`config.mk`:
```
export PLATFORM = sky130hd
export DESIGN_NAME = irq_pend_prio
export DESIGN_NICKNAME = d
export VERILOG_FILES = /design/src/design/irq_pend_prio_pkg.sv /design/src/design/prio_store.sv /design/src/design/irq_pend_prio.sv
export SDC_FILE = /design/constraint.sdc
export NUM_CORES = 1
export LEC_CHECK = 0
export ABC_AREA = 1
export BUFFER_PORTS_ARGS = -buffer_cell sky130_fd_sc_hd__buf_2
export CAP_MARGIN = 20
export CORE_MARGIN = 4
export CORE_UTILIZATION = 45
export DETAILED_ROUTE_END_ITERATION = 10
export GPL_ROUTABILITY_DRIVEN = 0
export GPL_TIMING_DRIVEN = 1
export PLACE_DENSITY = 0.66
export SLEW_MARGIN = 10
export SYNTH_ARGS = -nofsm -noshare
export SYNTH_HDL_FRONTEND = slang
export SYNTH_SLANG_ARGS = --single-unit
export TNS_END_PERCENT = 100
```
`constraint.sdc`:
```
create_clock -name mclk -period 2.19 [get_ports mclk]
set_input_delay 0.219 -clock mclk [delete_from_list [all_inputs] [get_ports mclk]]
set_output_delay 0.219 -clock mclk [all_outputs]
set_load 0.02 [all_outputs]
```
`src/design/irq_pend_prio_pkg.sv`:
```
// Operation
// - Set-pending write ones mark interrupts pending.
// - Set-pending read returns current pending vector.
// - Clear-pending write ones make interrupts not pending; here only while the line is low.
// - Clear-pending read returns same pending vector.
// - Eight priority registers cover 32 interrupts.
// - Register n lanes hold interrupts 4n..4n+3.
// - Two-bit field in lane top; rest RAZ/WI.
// - Implemented priorities write and read back.
// - Unimplemented interrupt priority reads zero, ignores writes.
// - Line edge or software sets; entry/deassertion clears.
// - Simultaneous set and clear: set wins here.
package irq_pend_prio_pkg;

  localparam int IRQ_MAX = 32;
  localparam logic [31:0] ADDR_PEND_SET = 32'he000e200;
  localparam logic [31:0] ADDR_PEND_CLR = 32'he000e280;
  localparam logic [31:0] ADDR_PRIO_BASE = 32'he000e400;
  localparam int PRIO_REG_COUNT = 8;
  localparam int PRIO_IDX_W = 3;
  localparam int LANES_PER_REG = 4;
  localparam int LANE_WIDTH = 8;
  localparam int PRIO_WIDTH = 2;
  localparam int PRIO_FIELD_LSB = 6;
  localparam int PRIO_WORD_W = LANES_PER_REG * PRIO_WIDTH;
  localparam logic [31:0] PEND_RESET = 32'h0000_0000;
  localparam logic [PRIO_WORD_W-1:0] PRIO_RESET = 8'h00;

endpackage

```
`src/design/prio_store.sv`:
```
`timescale 1ns/1ps
// Small storage for the packed priority fields, one word per priority register.
module prio_store
  import irq_pend_prio_pkg::*;
#(
  parameter int DEPTH = PRIO_REG_COUNT,
  parameter int AW = PRIO_IDX_W,
  parameter int DW = PRIO_WORD_W
) (
  // Clock and reset
  input wire logic mclk,
  input wire logic sys_rst,
  // Write port
  input wire logic wrEn,
  input wire logic [AW-1:0] wrAddr,
  input wire logic [DW-1:0] wrData,
  // Read port, data registered
  input wire logic [AW-1:0] rdAddr,
  output logic [DW-1:0] rdData
);

  logic [DW-1:0] mem_r [DEPTH];

  always_ff @(posedge mclk) begin
    if (sys_rst) begin
      for (int i = 0; i < DEPTH; i++) begin
        mem_r[i] <= PRIO_RESET;
      end
    end else if (wrEn) begin
      mem_r[wrAddr] <= wrData;
    end
  end

  always_ff @(posedge mclk) begin
    if (sys_rst) begin
      rdData <= PRIO_RESET;
    end else begin
      rdData <= mem_r[rdAddr];
    end
  end

endmodule

```
`src/design/irq_pend_prio.sv`:
```
`timescale 1ns/1ps
// Pending-state and priority registers of the vectored interrupt controller.
// Reads complete two cycles after the request; writes take effect at the next edge.
module irq_pend_prio
  import irq_pend_prio_pkg::*;
#(
  parameter int NUM_IRQ = IRQ_MAX
) (
  // Clock and reset
  input wire logic mclk,
  input wire logic sys_rst,
  // Private peripheral bus register port, word accesses
  input wire logic [31:0] busAddr,
  input wire logic busWrite,
  input wire logic busRead,
  input wire logic [31:0] busWdata,
  output logic [31:0] busRdata,
  output logic busRvalid,
  // Interrupt inputs
  input wire logic [IRQ_MAX-1:0] irqLine,
  // Exception entry from the core
  input wire logic excEntry,
  input wire logic [4:0] excEntryNum,
  // Pending vector to the prioritisation logic
  output logic [IRQ_MAX-1:0] pendingOut
);

  // Interrupts beyond NUM_IRQ are not provided and hold no state.
  localparam logic [IRQ_MAX-1:0] IMPL_MASK = (NUM_IRQ >= IRQ_MAX) ? '1 :
    IRQ_MAX'((64'h1 << NUM_IRQ) - 64'h1);

  typedef enum logic [1:0] {
    SRC_NONE,
    SRC_PEND,
    SRC_PRIO
  } rd_src_t;

  function automatic logic isPrioAddr(input logic [31:0] a);
    logic [31:0] off;
    off = a - ADDR_PRIO_BASE;
    isPrioAddr = (a >= ADDR_PRIO_BASE) && (off[1:0] == 2'b00) &&
      (off[31:2] < 30'(PRIO_REG_COUNT));
  endfunction

  function automatic logic [PRIO_IDX_W-1:0] prioIdx(input logic [31:0] a);
    logic [31:0] off;
    off = a - ADDR_PRIO_BASE;
    prioIdx = off[PRIO_IDX_W+1:2];
  endfunction

  function automatic logic isPendAddr(input logic [31:0] a);
    isPendAddr = (a == ADDR_PEND_SET) || (a == ADDR_PEND_CLR);
  endfunction

  // Mask of priority fields in register idx that belong to implemented interrupts.
  function automatic logic [PRIO_WORD_W-1:0] laneMask(input logic [PRIO_IDX_W-1:0] idx);
    logic [PRIO_WORD_W-1:0] m;
    m = '0;
    for (int l = 0; l < LANES_PER_REG; l++) begin
      if (int'(idx) * LANES_PER_REG + l < NUM_IRQ) begin
        m[l*PRIO_WIDTH +: PRIO_WIDTH] = '1;
      end
    end
    laneMask = m;
  endfunction

  logic [IRQ_MAX-1:0] pend_r;
  logic [IRQ_MAX-1:0] pend_nxt;
  logic [IRQ_MAX-1:0] lineDly_r;
  logic [IRQ_MAX-1:0] setVec;
  logic [IRQ_MAX-1:0] clrVec;
  logic [IRQ_MAX-1:0] entryVec;
  logic wrSet;
  logic wrClr;
  logic wrPrio;
  logic [PRIO_WORD_W-1:0] prioWrPacked;
  logic [PRIO_WORD_W-1:0] prioRdPacked;
  rd_src_t rdSrc_r;
  logic rdPend1_r;
  logic [IRQ_MAX-1:0] rdPendVal_r;
  logic [PRIO_IDX_W-1:0] rdIdx_r;
  logic [31:0] prioRdWord;
  logic [PRIO_IDX_W-1:0] busIdx;
  logic [PRIO_WORD_W-1:0] rdLaneMask;

  assign wrSet = busWrite && (busAddr == ADDR_PEND_SET);
  assign wrClr = busWrite && (busAddr == ADDR_PEND_CLR);
  assign wrPrio = busWrite && isPrioAddr(busAddr);
  assign busIdx = prioIdx(busAddr);
  assign rdLaneMask = laneMask(rdIdx_r);

  always_comb begin
    entryVec = '0;
    if (excEntry) begin
      entryVec[excEntryNum] = 1'b1;
    end
  end

  // A clear-pending write only counts as deassertion while the line is low, so a
  // still-high line keeps its interrupt pending.
  always_comb begin
    setVec = (irqLine & ~lineDly_r) | (wrSet ? busWdata : '0);
    clrVec = entryVec | ((wrClr ? busWdata : '0) & ~irqLine);
    pend_nxt = (setVec | (pend_r & ~clrVec)) & IMPL_MASK;
  end

  always_ff @(posedge mclk) begin
    if (sys_rst) begin
      pend_r <= PEND_RESET;
    end else begin
      pend_r <= pend_nxt;
    end
  end

  always_ff @(posedge mclk) begin
    if (sys_rst) begin
      lineDly_r <= '0;
    end else begin
      lineDly_r <= irqLine;
    end
  end

  always_ff @(posedge mclk) begin
    if (sys_rst) begin
      pendingOut <= PEND_RESET;
    end else begin
      pendingOut <= pend_nxt;
    end
  end

  // Only the top two bits of each byte lane are kept; the rest are discarded.
  always_comb begin
    prioWrPacked = '0;
    for (int l = 0; l < LANES_PER_REG; l++) begin
      prioWrPacked[l*PRIO_WIDTH +: PRIO_WIDTH] =
        busWdata[l*LANE_WIDTH + PRIO_FIELD_LSB +: PRIO_WIDTH];
    end
    prioWrPacked = prioWrPacked & laneMask(busIdx);
  end

  prio_store #(
    .DEPTH(PRIO_REG_COUNT),
    .AW(PRIO_IDX_W),
    .DW(PRIO_WORD_W)
  ) u_prio_store (
    .mclk(mclk),
    .sys_rst(sys_rst),
    .wrEn(wrPrio),
    .wrAddr(busIdx),
    .wrData(prioWrPacked),
    .rdAddr(busIdx),
    .rdData(prioRdPacked)
  );

  // First read stage: remember the request, its target and the register index.
  always_ff @(posedge mclk) begin
    if (sys_rst) begin
      rdPend1_r <= 1'b0;
    end else begin
      rdPend1_r <= busRead;
    end
  end

  always_ff @(posedge mclk) begin
    if (sys_rst) begin
      rdIdx_r <= '0;
    end else begin
      rdIdx_r <= busIdx;
    end
  end

  always_ff @(posedge mclk) begin
    if (sys_rst) begin
      rdSrc_r <= SRC_NONE;
    end else if (isPendAddr(busAddr)) begin
      rdSrc_r <= SRC_PEND;
    end else if (isPrioAddr(busAddr)) begin
      rdSrc_r <= SRC_PRIO;
    end else begin
      rdSrc_r <= SRC_NONE;
    end
  end

  always_ff @(posedge mclk) begin
    if (sys_rst) begin
      rdPendVal_r <= PEND_RESET;
    end else begin
      rdPendVal_r <= pend_r;
    end
  end

  always_comb begin
    prioRdWord = '0;
    for (int l = 0; l < LANES_PER_REG; l++) begin
      prioRdWord[l*LANE_WIDTH + PRIO_FIELD_LSB +: PRIO_WIDTH] =
        prioRdPacked[l*PRIO_WIDTH +: PRIO_WIDTH] &
        rdLaneMask[l*PRIO_WIDTH +: PRIO_WIDTH];
    end
  end

  always_ff @(posedge mclk) begin
    if (sys_rst) begin
      busRvalid <= 1'b0;
    end else begin
      busRvalid <= rdPend1_r;
    end
  end

  // Second read stage: return the word; unmapped addresses read as zero.
  always_ff @(posedge mclk) begin
    if (sys_rst) begin
      busRdata <= '0;
    end else begin
      if (rdPend1_r) begin
        unique case (rdSrc_r)
          SRC_PEND: busRdata <= rdPendVal_r;
          SRC_PRIO: busRdata <= prioRdWord;
          SRC_NONE: busRdata <= '0;
          default: busRdata <= '0;
        endcase
      end
    end
  end

endmodule

```
==> qor.csv <==
stage,metric,value,unit
clock_tree,clock_sinks,204,
sta,max_freq,588.2,MHz
synth,synth_cell_type_count,34,
final_layout,area.growth.synth_to_final,28.01,%
worst_hold_path,holdPathStages,4,
sta,hold_viol_final,0,
worst_setup_path,path_max_fanout,9,
run,maxCapViolations,0,
clock_tree,cts.path.max_buffers,3,
detailed_routing,firstDrtPassIters,5,
detailed_routing,dr_total_vias,7795,
power_and_ir_drop,ir_drop,493.3,uV
final_layout,final_nets,1400,
placement,place_area,0.01005,mm2
status,status,"finished, final reports clean",
die,core-area,0.01883,mm2
grt,grt-ovfl-total,0,
synth,seq_area_frac_synth,0.5465,
clock_tree,htree_levels,1,
grt,antenna_found_initial,1,
detailed_routing,drc_errors,0,
sta,finalSetupViolCount,0,
synth,synth-main-ff-cell,dfxtp_1,
die,die_y,146.6,um
worst_setup_path,crit_path_start_kind,primary input,
final_layout,fillers,1693,
synth,yosysWarningCount,0,
power_and_ir_drop,p_leak,4.988,nW
detailed_routing,routed_wl,24490,um
clock_tree,cts.clk_slew.worst_paths,0.06,ns
detailed_routing,drtIter0Drc,614,
sta,hold_slack,0.07238,ns
placement,io_buffers,170,
worst_setup_path,reg2reg_slack,0.78,ns
sta,rsz0062_at_grt,false,
grt,globalRouteTotalUtil,0.2217,
worst_setup_path,r2r-end,busRdata[13],
clock_tree,clkLatencyLatePin,0.51,ns
detailed_routing,wire_per_inst,15.62,um
worst_hold_path,hold_path.class,in -> reg,
synth,synth-edff-count,64,
final_layout,postLayoutCellArea,0.01107,mm2
grt,grt_pass1_wl,38660,um
sta,fin_worst_skew,0.01364,ns
worst_setup_path,cp.required,2.36,ns
clock_tree,ctsResizeCount,0,
detailed_routing,antenna_left,0,
power_and_ir_drop,power.density,765.2,mW/mm2
final_layout,layout_commonest_cell,nor2_1,
detailed_routing,vias_per_cell,4.971,
grt,grt_max_degree,141,
synth,yosys_register_bits,204,
die,io_pins,171,
sta,slew_headroom,0.5800,
sta,post-route-period-util,0.7763,
synth,synth_nets,1172,
sta,slew_viol_final,0,
die,start_util,0.4591,
final_layout,drive_above_1_share,0.2066,
final_layout,layout_common_cells,"nor2_1, nand2_1, buf_2",
synth,syn_inst,1064,
sta,min_period,1.700,ns
worst_hold_path,min-delay-start,busWdata[4],
grt,grt_pass1_vias,7337,
die,die_area,0.02149,mm2
clock_tree,cts_buffers,22,
clock_tree,cts_setup_buffers,0,
die,rows,50,
placement,dpl.hpwl,17480,um
worst_setup_path,cp.arrival,1.87,ns
sta,max_slew.worst_pin.slew,0.6300,ns
synth,netlist_area,0.008645,mm2
worst_setup_path,crit_path_end_kind,flop,
synth,synthArstFlopShare,0,
worst_hold_path,min_to,pendingOut[4],
clock_tree,root_buffer,clkbuf_16,
clock_tree,cts_tree,yes,
synth,syn_avg_cell_area,8.125,um2
worst_setup_path,r2r_cells,4,
worst_setup_path,r2r-start,rdSrc_r[0],
die,die_w,146.6,um
worst_setup_path,critPathKind,in -> reg,
==> how the worst max path moves through the flow <==
stage,start,end,slack [ns]
2_1_floorplan,busAddr[17],u_prio_store.mem_r[1][0],0.15
6_report,busAddr[23],u_prio_store.mem_r[1][0],0.49
3_5_place_dp,busAddr[23],u_prio_store.mem_r[3][6],-0.02
5_1_grt,busAddr[23],u_prio_store.mem_r[6][5],0.31
3_3_place_gp,busAddr[21],u_prio_store.mem_r[0][7],0.02
4_1_cts,busAddr[23],u_prio_store.mem_r[1][0],0.49
==> metal layers <==
layer	wire length [um]	vias up	global-route usage	share of wire
met5	0	-	0	0
met4	635	0	0.06773	0.026
met3	1730	39	0.03352	0.071
met2	10830	281	0.3482	0.44
met1	11290	3571	0.3174	0.46
li1	-	3904	-	-
==> flip-flops by register name (all words and copies together), names as in the netlist <==
register and cells:
u_prio_store.rdData 8, busRvalid 1, u_prio_store.mem_r 64, rdPend1_r 1
busRdata 32, rdSrc_r 2, rdPendVal_r 32, lineDly_r 32
pendingOut 32
==> report_power, final <==
part	internal, mW	leakage (nW)	switching [mW]	total (mW)
Clock	2.03	0.341	1.46	3.48
Sequential	4.08	1.76	0.0780	4.16
Combinational	0.304	2.89	0.526	0.830
Total	6.41	4.99	2.06	8.47
==> cells by family (layout without fill, tap and decap cells) <==
family,count (synthesis),after routing,share of synthesized area
flip-flops,204,204,0.5465
adder cells (fa/ha/maj),2,2,0.002894
AO/OA/AOI/OAI,160,160,0.1051
AND/OR/NAND/NOR,515,515,0.2644
buffers and inverters,183,426,0.08105
other,0,1,0
==> through the flow <==
| step | TNS (ns) | utilization | setup WS, ns | std cells | power, mW |
|---|---|---|---|---|---|
| CTS | 0 | 0.5875 | 0.4894 | 1567 | 8.513 |
| global route | 0 | 0.5876 | 0.3061 | 1568 | 8.768 |
| floorplan | 0 | - | 0.1542 | 1064 | 4.646 |
| global placement | 0 | 0.5335 | 0.01754 | 1495 | 5.001 |
| finish | 0 | 0.5876 | 0.4898 | 1568 | 8.468 |
| detailed placement | -0.8828 | 0.5335 | -0.02435 | 1495 | 5.011 |
==> synthesized netlist by cell type (7+ instances only) <==
master,count,share of area
a22o_1,8,0.0081
dfxtp_1,140,0.32
inv_1,133,0.058
o22ai_1,8,0.0058
a221oi_1,12,0.012
nor2_1,230,0.10
o21ai_0,52,0.030
clkbuf_1,32,0.014
clkinv_1,12,0.0052
a21oi_1,69,0.040
nand4_4,8,0.020
nor2_2,7,0.0051
edfxtp_1,64,0.22
nand2_1,172,0.075
nand3_1,78,0.045
==> timing repair <==
| action | 4_1_cts | 5_1_grt |
|---|---|---|
| endpoints found under the hold margin | 33 | 0 |
| hold buffers | 33 | 0 |
| setup endpoints to repair | 0 | 0 |
==> worst max-delay path: stages <==
cell	delay [ns]
buf_2	0.11
nor2_1	0.18
nand2_1	0.13
nor2_1	0.13
nand3_1	0.09
nand2_1	0.07
nand2_1	0.04
nor2_1	0.11
nand3_2	0.13
nor2_8	0.11
buf_12	0.17
nand4_4	0.08
nand2_1	0.29
==> area by class of cell <==
type | instances | area, um2 | share of cell area
flip-flops and latches | 204 | 4725 | 0.4270
multi-input cells | 677 | 3222 | 0.2912
repair buffers | 241 | 1556 | 0.1407
clock buffers | 32 | 638.1 | 0.05767
inverters | 146 | 548.0 | 0.04953
well taps | 260 | 325.3 | 0.02940
clock inverters | 7 | 48.80 | 0.004410
diodes | 1 | 2.502 | 0.0002261
No activity file was read; power rests on OpenSTA's default activity.
